--- src/core/dp_map_pkg.sv ---
// Shared constants for the debug port register map
package dp_map_pkg;
	// Register addresses, A[3:2] as a byte address
	localparam logic [3:0] addr_zero = 4'h0;
	localparam logic [3:0] addr_bank = 4'h4;
	localparam logic [3:0] addr_select = 4'h8;
	localparam logic [3:0] addr_buffer = 4'hc;
	// Debug port bank encodings
	localparam logic [3:0] bank_ctrl = 4'h0;
	localparam logic [3:0] bank_link = 4'h1;
	localparam logic [3:0] bank_target = 4'h2;
	localparam logic [3:0] bank_proto = 4'h3;
	// Selection register field positions
	localparam int sel_port_lo = 24;
	localparam int sel_apbank_lo = 4;
	// Control/status bit positions
	localparam int cs_orun = 1;
	localparam int cs_cmp = 4;
	localparam int cs_err = 5;
	localparam int cs_rdok = 6;
	localparam int cs_wderr = 7;
	// ID register field positions
	localparam int id_rev_lo = 28;
	localparam int id_part_lo = 20;
	localparam int id_min_bit = 16;
	localparam int id_ver_lo = 12;
	localparam int id_des_lo = 1;
	// Architecture version codes
	localparam logic [3:0] arch_v1 = 4'h1;
	localparam logic [3:0] arch_v2 = 4'h2;
	// Link control reset value
	localparam logic [31:0] link_ctrl_reset = 32'h0000_0000;
endpackage

--- src/core/dp_register_map.sv ---
`timescale 1ns/1ps
// Debug port register map, architecture versions 1 and 2
// Behaviour
// - Selection register written only at address 0x8
// - Selection: port, port bank, debug port bank
// - Bank 0 at 0x4 is control/status
// - Link status bits: read-only serial, zero scan
// - Latched flags: read-only serial, write-one-clear scan
// - Bank 1 at 0x4 is link control, serial only
// - Serial: abort at 0x0, resend at 0x8
// - Version 2 widens debug port bank
// - Version 2 banks 2,3 give identification
// - Both versions: selection write at 0x8, buffer read at 0xC
// - Address 0 reads ID regardless of bank
// - ID version field reads architecture version
// - ID revision, part and designer field layout
// - ID minimal bit reflects configuration
module dp_register_map #(
	parameter logic [3:0] arch_version = dp_map_pkg::arch_v2,
	parameter bit serial_variant = 1'b1,
	parameter bit minimal_config = 1'b1,
	parameter logic [3:0] revision = 4'h0,
	parameter logic [7:0] part_number_field = 8'h00,
	parameter logic [10:0] designer_code = 11'h000, // Arbitrary value
	parameter logic [31:0] target_identification = 32'h0000_0001, // Arbitrary value
	parameter logic [31:0] link_protocol_identification = 32'h0000_0001
) (
	// Clock and reset
	input wire logic clk,
	input wire logic rst,
	// Debugger register access, decoded by the link layer
	input wire logic access,
	input wire logic write,
	input wire logic [3:0] addr,
	input wire logic [31:0] wdata,
	output logic [31:0] rdata_q,
	// Access port results from the port side
	input wire logic ap_read_done,
	input wire logic [31:0] ap_read_data,
	// Status events from the link and port side
	input wire logic write_data_error_flag,
	input wire logic read_success_flag,
	input wire logic err_event,
	input wire logic cmp_event,
	input wire logic orun_event,
	// Selection register fields for the access port side
	output logic [7:0] access_port_number,
	output logic [3:0] access_port_bank,
	output logic [3:0] debug_port_bank,
	// Abort and link control outputs
	output logic abort_write,
	output logic [31:0] abort_data_q,
	output logic [31:0] link_control_q
);
	logic [31:0] select_q;
	logic [31:0] select_d;
	logic [31:0] last_read_q;
	logic [31:0] last_read_d;
	logic [31:0] buffer_q;
	logic [31:0] buffer_d;
	logic [31:0] abort_d;
	logic [31:0] link_d;
	logic [31:0] rdata_d;
	logic [31:0] id_value;
	logic [31:0] ctrl_value;
	logic [31:0] bank_value;
	logic [31:0] read_value;
	logic [3:0] bank_now;
	logic wr_zero;
	logic wr_bank;
	logic wr_select;
	logic rd_en;
	logic wr_ctrl;
	logic wr_link;
	logic is_v2;
	logic err_q;
	logic cmp_q;
	logic orun_q;
	logic [2:0] w1c;

	initial begin
		if (arch_version != dp_map_pkg::arch_v1 && arch_version != dp_map_pkg::arch_v2) begin
			$error("arch_version must be 1 or 2");
		end
	end

	// Version and bank decode
	assign is_v2 = (arch_version == dp_map_pkg::arch_v2);
	assign bank_now = is_v2 ? select_q[3:0] : {3'b000, select_q[0]};
	assign wr_zero = access & write & (addr == dp_map_pkg::addr_zero);
	assign wr_bank = access & write & (addr == dp_map_pkg::addr_bank);
	assign wr_select = access & write & (addr == dp_map_pkg::addr_select);
	assign rd_en = access & ~write;
	assign wr_ctrl = wr_bank & (bank_now == dp_map_pkg::bank_ctrl);
	assign wr_link = wr_bank & (bank_now == dp_map_pkg::bank_link) & serial_variant;

	// Selection register keeps only defined fields
	assign select_d = wr_select ? (wdata & (is_v2 ? 32'hff00_00ff : 32'hff00_00f1))
		: select_q;
	assign access_port_number = select_q[dp_map_pkg::sel_port_lo +: 8];
	assign access_port_bank = select_q[dp_map_pkg::sel_apbank_lo +: 4];
	assign debug_port_bank = bank_now;

	// Scan variant clears latched flags by writing one
	assign w1c = (wr_ctrl & ~serial_variant) ? {wdata[dp_map_pkg::cs_err],
		wdata[dp_map_pkg::cs_cmp], wdata[dp_map_pkg::cs_orun]} : 3'b000;

	sticky_flag err_flag (
		.clk(clk),
		.rst(rst),
		.set(err_event),
		.clear(w1c[2]),
		.flag_q(err_q)
	);

	sticky_flag cmp_flag (
		.clk(clk),
		.rst(rst),
		.set(cmp_event & ~minimal_config),
		.clear(w1c[1]),
		.flag_q(cmp_q)
	);

	sticky_flag orun_flag (
		.clk(clk),
		.rst(rst),
		.set(orun_event),
		.clear(w1c[0]),
		.flag_q(orun_q)
	);

	// Control/status read value
	always_comb begin
		ctrl_value = 32'h0000_0000;
		ctrl_value[dp_map_pkg::cs_wderr] = serial_variant & write_data_error_flag;
		ctrl_value[dp_map_pkg::cs_rdok] = serial_variant & read_success_flag;
		ctrl_value[dp_map_pkg::cs_err] = err_q;
		ctrl_value[dp_map_pkg::cs_cmp] = cmp_q;
		ctrl_value[dp_map_pkg::cs_orun] = orun_q;
	end

	// Identification register value
	always_comb begin
		id_value = 32'h0000_0000;
		id_value[dp_map_pkg::id_rev_lo +: 4] = revision;
		id_value[dp_map_pkg::id_part_lo +: 8] = part_number_field;
		id_value[dp_map_pkg::id_min_bit] = minimal_config;
		id_value[dp_map_pkg::id_ver_lo +: 4] = arch_version;
		id_value[dp_map_pkg::id_des_lo +: 11] = designer_code;
		id_value[0] = 1'b1;
	end

	// Banked read selection at address 0x4
	always_comb begin
		bank_value = 32'h0000_0000;
		unique case (bank_now)
			dp_map_pkg::bank_ctrl: bank_value = ctrl_value;
			dp_map_pkg::bank_link: bank_value = serial_variant ? link_control_q : 32'h0;
			dp_map_pkg::bank_target: bank_value = is_v2 ? target_identification : 32'h0;
			dp_map_pkg::bank_proto: bank_value = is_v2 ? link_protocol_identification : 32'h0;
			default: bank_value = 32'h0000_0000;
		endcase
	end

	// Read selection by address
	always_comb begin
		read_value = 32'h0000_0000;
		unique case (addr)
			dp_map_pkg::addr_zero: read_value = id_value;
			dp_map_pkg::addr_bank: read_value = bank_value;
			dp_map_pkg::addr_select: read_value = serial_variant ? last_read_q : 32'h0;
			dp_map_pkg::addr_buffer: read_value = buffer_q;
			default: read_value = 32'h0000_0000;
		endcase
	end

	// Next values for data registers
	assign rdata_d = rd_en ? read_value : rdata_q;
	assign buffer_d = ap_read_done ? ap_read_data : buffer_q;
	assign last_read_d = (rd_en && addr != dp_map_pkg::addr_select) ? read_value : last_read_q;
	assign abort_d = (wr_zero & serial_variant) ? wdata : abort_data_q;
	assign link_d = wr_link ? wdata : link_control_q;
	assign abort_write = wr_zero & serial_variant;

	// Register storage
	always_ff @(posedge clk) begin
		if (rst) begin
			select_q <= 32'h0000_0000;
			rdata_q <= 32'h0000_0000;
			last_read_q <= 32'h0000_0000;
			buffer_q <= 32'h0000_0000;
			abort_data_q <= 32'h0000_0000;
			link_control_q <= dp_map_pkg::link_ctrl_reset;
		end else begin
			select_q <= select_d;
			rdata_q <= rdata_d;
			last_read_q <= last_read_d;
			buffer_q <= buffer_d;
			abort_data_q <= abort_d;
			link_control_q <= link_d;
		end
	end

	// Read path, register update and identification checks
	a_id_read: assert property (@(posedge clk) disable iff (rst)
		(access && !write && addr == dp_map_pkg::addr_zero) |=>
		(rdata_q[dp_map_pkg::id_ver_lo +: 4] == arch_version && rdata_q[0]))
		else $error("ID read wrong");
	a_select_store: assert property (@(posedge clk) disable iff (rst)
		wr_select |=> (access_port_number == $past(wdata[31:24])))
		else $error("selection not stored");
	a_bank_width: assert property (@(posedge clk) disable iff (rst)
		!is_v2 |-> (debug_port_bank[3:1] == 3'b000))
		else $error("v1 bank too wide");
	a_scan_status_zero: assert property (@(posedge clk) disable iff (rst)
		(!serial_variant && rd_en && addr == dp_map_pkg::addr_bank
		&& bank_now == dp_map_pkg::bank_ctrl) |=> (rdata_q[7:6] == 2'b00))
		else $error("scan status not zero");
	a_serial_flags_ro: assert property (@(posedge clk) disable iff (rst)
		(serial_variant && err_q && !err_event) |=> err_q)
		else $error("serial flag cleared");
	a_resend_repeat: assert property (@(posedge clk) disable iff (rst)
		(serial_variant && rd_en && addr == dp_map_pkg::addr_select) |=>
		(rdata_q == $past(last_read_q)))
		else $error("resend mismatch");
	a_buffer_read: assert property (@(posedge clk) disable iff (rst)
		(rd_en && addr == dp_map_pkg::addr_buffer) |=> (rdata_q == $past(buffer_q)))
		else $error("buffer read mismatch");
	a_target_read: assert property (@(posedge clk) disable iff (rst)
		(is_v2 && rd_en && addr == dp_map_pkg::addr_bank
		&& bank_now == dp_map_pkg::bank_target) |=> (rdata_q == target_identification))
		else $error("target id wrong");
	a_id_fields: assert property (@(posedge clk) disable iff (rst)
		(rd_en && addr == dp_map_pkg::addr_zero) |=>
		(rdata_q[11:1] == designer_code && rdata_q[16] == minimal_config))
		else $error("ID fields wrong");

	// Upper identification fields follow the parameters
	a_id_upper: assert property (@(posedge clk) disable iff (rst)
		(rd_en && addr == dp_map_pkg::addr_zero) |=>
		(rdata_q[31:28] == revision && rdata_q[27:20] == part_number_field))
		else $error("ID upper fields wrong");

	// Reserved identification bits read zero
	a_id_reserved: assert property (@(posedge clk) disable iff (rst)
		(rd_en && addr == dp_map_pkg::addr_zero) |=>
		(rdata_q[19:17] == 3'b000))
		else $error("ID reserved bits set");

	// Abort strobe carries the written word
	a_abort_strobe: assert property (@(posedge clk) disable iff (rst)
		abort_write |=>
		(abort_data_q == $past(wdata)))
		else $error("abort data not stored");

	// Link control takes the written word
	a_link_store: assert property (@(posedge clk) disable iff (rst)
		wr_link |=>
		(link_control_q == $past(wdata)))
		else $error("link control not stored");

	// Bank 1 read returns link control
	a_link_read: assert property (@(posedge clk) disable iff (rst)
		(serial_variant && rd_en && addr == dp_map_pkg::addr_bank
		&& bank_now == dp_map_pkg::bank_link) |=> (rdata_q == $past(link_control_q)))
		else $error("link control read wrong");

	// Scan variant shows nothing in bank 1
	a_scan_link_zero: assert property (@(posedge clk) disable iff (rst)
		(!serial_variant && rd_en && addr == dp_map_pkg::addr_bank
		&& bank_now == dp_map_pkg::bank_link) |=> (rdata_q == 32'h0000_0000))
		else $error("scan link control not zero");

	// Bank 0 read returns control/status
	a_ctrl_read: assert property (@(posedge clk) disable iff (rst)
		(rd_en && addr == dp_map_pkg::addr_bank
		&& bank_now == dp_map_pkg::bank_ctrl) |=> (rdata_q == $past(ctrl_value)))
		else $error("control/status read wrong");

	// Bank 3 read returns protocol identification
	a_proto_read: assert property (@(posedge clk) disable iff (rst)
		(is_v2 && rd_en && addr == dp_map_pkg::addr_bank
		&& bank_now == dp_map_pkg::bank_proto) |=> (rdata_q == link_protocol_identification))
		else $error("protocol id wrong");

	// Port bank field taken from the selection write
	a_select_bank: assert property (@(posedge clk) disable iff (rst)
		wr_select |=>
		(access_port_bank == $past(wdata[7:4])))
		else $error("port bank not stored");

	// Scan variant clears a latched flag on a one
	a_scan_clear: assert property (@(posedge clk) disable iff (rst)
		(!serial_variant && w1c[2] && !err_event) |=>
		!err_q)
		else $error("scan flag not cleared");
endmodule

--- src/core/sticky_flag.sv ---
`timescale 1ns/1ps
// One latched status flag with set-over-clear priority
module sticky_flag (
	// Clock and reset
	input wire logic clk,
	input wire logic rst,
	// Event and clear
	input wire logic set,
	input wire logic clear,
	// State
	output logic flag_q
);
	logic flag_d;

	// Set wins over a clear in the same cycle
	assign flag_d = set | (flag_q & ~clear);

	// Flag register
	always_ff @(posedge clk) begin
		if (rst) begin
			flag_q <= 1'b0;
		end else begin
			flag_q <= flag_d;
		end
	end

	a_set_wins: assert property (@(posedge clk) disable iff (rst) set |=> flag_q)
		else $error("flag lost an event");
endmodule

--- config.mk ---
export PLATFORM = sky130hd
export DESIGN_NAME = dp_register_map
export DESIGN_NICKNAME = d
export VERILOG_FILES = /design/src/core/dp_map_pkg.sv /design/src/core/dp_register_map.sv /design/src/core/sticky_flag.sv
export SDC_FILE = /design/constraint.sdc
export NUM_CORES = 1
export LEC_CHECK = 0
export BUFFER_PORTS_ARGS = -buffer_cell sky130_fd_sc_hd__buf_2
export CAP_MARGIN = 20
export CORE_MARGIN = 2
export CORE_UTILIZATION = 39
export CTS_CLUSTER_SIZE = 10
export DETAILED_ROUTE_END_ITERATION = 8
export HOLD_SLACK_MARGIN = 0.12
export SLEW_MARGIN = 20
export SYNTH_ARGS = -nofsm -noshare
export SYNTH_HDL_FRONTEND = slang
export SYNTH_SLANG_ARGS = --single-unit
export TNS_END_PERCENT = 5
--- constraint.sdc ---
create_clock -name clk -period 2.7 [get_ports clk]
set_clock_uncertainty 0.1 [all_clocks]
set_input_delay 0.27 -clock clk [delete_from_list [all_inputs] [get_ports clk]]
set_output_delay 0.27 -clock clk [all_outputs]
set_load 0.05 [all_outputs]
# == Word level (Yosys, flattened, before mapping) ==
# Index checks and enable logic that the tools add are counted.
# totals
register_bits,178
in_bits,78
# op_classes
n_eq_ne,7
muxes,2
n_bitwise,9
n_reduce_logical,4
# op_table
op,count
$pmux 32 s4,1
$pmux 32 s3,1
$eq 4x2->1 const B,2
$eq 4x4->1 const B,2
$logic_not 4->1,2
$and 1x1->1,6
$eq 4x1->1 const B,1
$eq 4x3->1 const B,1
$ne 4x4->1 const B,1
$or 1x1->1,2
$reduce_or 2->1,1
$logic_and 1x1->1,1
$not 1->1,1

# == Longest topological paths before layout ==
# logic_depth
ltp_word,4
ltp_mapped,8
ltp_nobuf,5

# == Hierarchy ==
# A second synthesis with hierarchy kept.
# hier_totals
hier_cells,799
hier_area_um2,7014.2
# by_module_without_submodules
mod,instances,cells_per_inst,area_per_inst_um2,seq_area_each_um2
dp_register_map,1,787,6897.9,3523.4
sticky_flag,3,4,38.8,20.0

# == Worst setup path before layout ==
# No wires, ideal clock.
# synth_path
path_kind,register -> register
from,register select_q[0]
to,register link_control_q[10]
arrival_ps,1975
setup_slack_ps,482
path_stages_with_launch,8
n_path_buf,3
cell_sequence,dfxtp_1 clkbuf_1 nand2b_1 or4_4 buf_6 buf_6 nand2_2 a21oi_2
# synth_between
elab_chain_cells,2
# synth_lines
element,line_no,text
from (decl),dp_register_map.sv:55,logic [31:0] select_q;
from (signal assigned),dp_register_map.sv:195,select_q <= select_d;
$eq 4x1->1,dp_register_map.sv:95,assign wr_link = wr_bank & (bank_now == dp_map_pkg::bank_link) & serial_variant;
$and 1x1->1,dp_register_map.sv:95,
to (signal assigned),dp_register_map.sv:193,link_control_q <= dp_map_pkg::link_ctrl_reset;
to (signal assigned),dp_register_map.sv:200,link_control_q <= link_d;
to (decl),dp_register_map.sv:53,output logic [31:0] link_control_q
# Every way passes these cells.
# A chain may end at the register's enable or synchronous reset.

# == Worst setup path in the final report ==
# layout_path
from,input port addr[0]
to,output port abort_write
# layout_between
elab_chain_cells,2
# layout_lines
element,line_no,text
from (decl),dp_register_map.sv:34,"input wire logic [3:0] addr,"
$logic_not 4->1,dp_register_map.sv:90,assign wr_zero = access & write & (addr == dp_map_pkg::addr_zero);
$and 1x1->1,dp_register_map.sv:90,
to (decl),dp_register_map.sv:51,"output logic abort_write,"
# Every way passes these cells.

==> results.yml <==
clock_tree:
  postCtsSetupBuffers: 0
  clk_pin_slew_ns: 0.06
  cts_tree: "done"
  cts-root-buf: "clkbuf_16"
  cts_made_buffers: 17
  clock_sinks: 178
  cts.path.max_buffers: 2
  htree_levels: 4
  clkLatencyLatePin_ns: 0.42
die:
  rows: 49
  dieArea_um2: 19400
  io_pins: 191
  die_w_um: 139
  fp.coreArea_um2: 18000
  die_y_um: 139
  initial_core_util_pct: 39.8
timing:
  rsz0062_at_grt: "no"
  fin_setup_tns_ns: 0
  finalCritPeriodShare_pct: 95.7
  drv_slew: 0
  finalSetupViolations: 0
  fmax_ghz: 0.387
  slew_headroom_pct: 52.0
  hold_viol: 0
  period_minus_slack_ns: 2.58
  tightest_slew_ns: 0.721
synthesis:
  synth_cell_type_count: 34
  synth.avg_cell_area_um2: 8.82
  ys_ff_latch: 178
  postSynthCellCount: 810
  syn_nets: 888
  ys_warn_count: 0
  synth_ff_type: "dfxtp_1"
  synth_seq_area_share_pct: 49.9
  synth-edff-count: 0
  async_flop_share_pct: 0
  netlist_area_um2: 7150
routing:
  drtIter0Drc: 383
  drc: 0
  avgRoutedWirePerCell_um: 15.8
  ant_nets: 0
  post_drt_via_cell_ratio: 4.91
  dr.pass1.iters: 5
  vias: 6246
  routed_wl_um: 20100
global_route:
  grt_pass1_vias: 5842
  grt_first_pass_wirelength_um: 31900
  grt_usage_pct: 20.5
  gr-total-overflow: 0
  grt_max_degree: 87
  antenna_found_initial: 0
setup_path:
  crit_family: "buffers and inverters"
  crit_path_cell_trace: "dlygate4sd3_1 > buf_2 > or3_4 > or3_1 > clkinv_2 > buf_2"
  critPathKind: "input port to primary output"
  r2r_cells: 4
  cp_num_cells: 6
  crit_required_ns: 2.33
  max_stage_delay_ns: 0.56
  path_buf_inv: 4
  critPathMaxFanout: 6
  worstPathArrival_ns: 2.21
  path_common_cell: "buf_2"
  slowest_stage: "dlygate4sd3_1"
  worstSetupEndpointType: "primary output"
  cp-start-kind: "input port"
power_and_ir_drop:
  power_density_nw_per_um2: 599
  power.leakage_uw: 0.00388
  vdd_drop_max_mv: 0.410
status:
  status: "finished, final reports clean"
place:
  dp.cells: 1174
  gp_congestion: 0.833
  placed_cell_area_um2: 8210
  hpwl_um: 13200
  portBuffers: 189
finish:
  nets: 1110
  stdcell_count: 1272
  fin_util_pct: 52.5
  final_common_cell: "buf_2"
  syn_to_final_growth_pct: 31.9
  mostFrequentLayoutCells: "buf_2, dfxtp_1, nand2_1"
  layout-drive-gt1-share_pct: 29.7
  design_area_um2: 9430
  diodes: 0
hold_path:
  hold_path_class: "input port to flop"
  whs_path_depth: 4
job:
  cap_violations: 0
## flip-flops by register name, indices dropped and copies added, names as in the netlist
register	count
last_read_q	32
select_q	16
err_flag.flag_q	1
rdata_q	32
link_control_q	32
abort_data_q	32
buffer_q	32
orun_flag.flag_q	1
## cell families (layout without fill, tap and decap cells)
kind of cell | count (synthesis) | count (layout) | synth area share (%)
compound gates | 181 | 181 | 17.4
buf+inv | 71 | 304 | 5.01
simple gates | 315 | 315 | 18.5
mux | 65 | 65 | 9.24
flops | 178 | 178 | 49.9
## tightest hold or removal path, cell delays in order
cell      delay [ns]
buf_2           0.10
nor2_1          0.09
nand3b_1        0.09
o32ai_1         0.06
## routing by layer
metal  GRT usage [%]  routed length, um  part of all wire, %
met1            29.3               9870                   49
met2            30.9               8800                   44
met3            4.96               1130                  5.6
met4            5.90                314                  1.6
met5               0                  0                    0
## cell type report
cell class	instances	area (um2)
Inverter	3	12.5
Clock inverter	8	56.3
Fill cell	1703	8530
Timing Repair Buffer	271	1790
Tap cell	229	287
Sequential cell	178	3560
Multi-Input combinational cell	561	3240
Clock buffer	22	484
## path summary, 6_finish.rpt
| kind | start | end | slack [ns] |
|---|---|---|---|
| setup / recovery | addr[0] | abort_write | 0.12 |
| hold / removal | addr[1] | last_read_q[16]$_SDFFE_PP0P_ | 0.16 |
| setup reg to reg | select_q[2]$_SDFFE_PP0P_ | link_control_q[28]$_SDFFE_PP0P_ | 0.69 |
| hold reg to reg | abort_data_q[27]$_SDFFE_PP0P_ | abort_data_q[27]$_SDFFE_PP0P_ | 0.35 |
## cell usage after synthesis, drive strengths merged, types with 3 or more instances
cell type / n / area (um2)
dfxtp: 178 / 3560
nand2: 170 / 688
nor2: 124 / 465
a21oi: 108 / 691
mux2i: 57 / 571
a211oi: 55 / 423
clkbuf: 41 / 154
buf: 27 / 191
a311oi: 8 / 70.1
mux2: 8 / 90.1
o21ai: 6 / 30.0
nor3: 4 / 36.3
nor2b: 3 / 18.8
or3: 3 / 18.8
## repair_timing
item / CTS / global route
hold buffers: 68 / 0
endpoints found under the setup margin: 0 / 1
resized for setup: 0 / 1
hold endpoints to repair: 115 / 0
## power by group
part,internal [uW],total [uW],switching [uW]
clock network,1270,2280,1010
registers,2720,2760,46.0
logic,247,614,367
total,4230,5650,1420
## stage by stage
stage / setup slack, ns / hold WS (ns) / power, uW
6_report: 0.117 / 0.155 / 5650
5_1_grt: 0.0861 / 0.203 / 5890
4_1_cts: 0.0115 / 0.127 / 5710
3_5_place_dp: 0.460 / 0.343 / 3360
3_3_place_gp: 0.482 / 0.340 / 3350
2_1_floorplan: 0.482 / 0.286 / 3190
(Power assumes the default switching activity.)
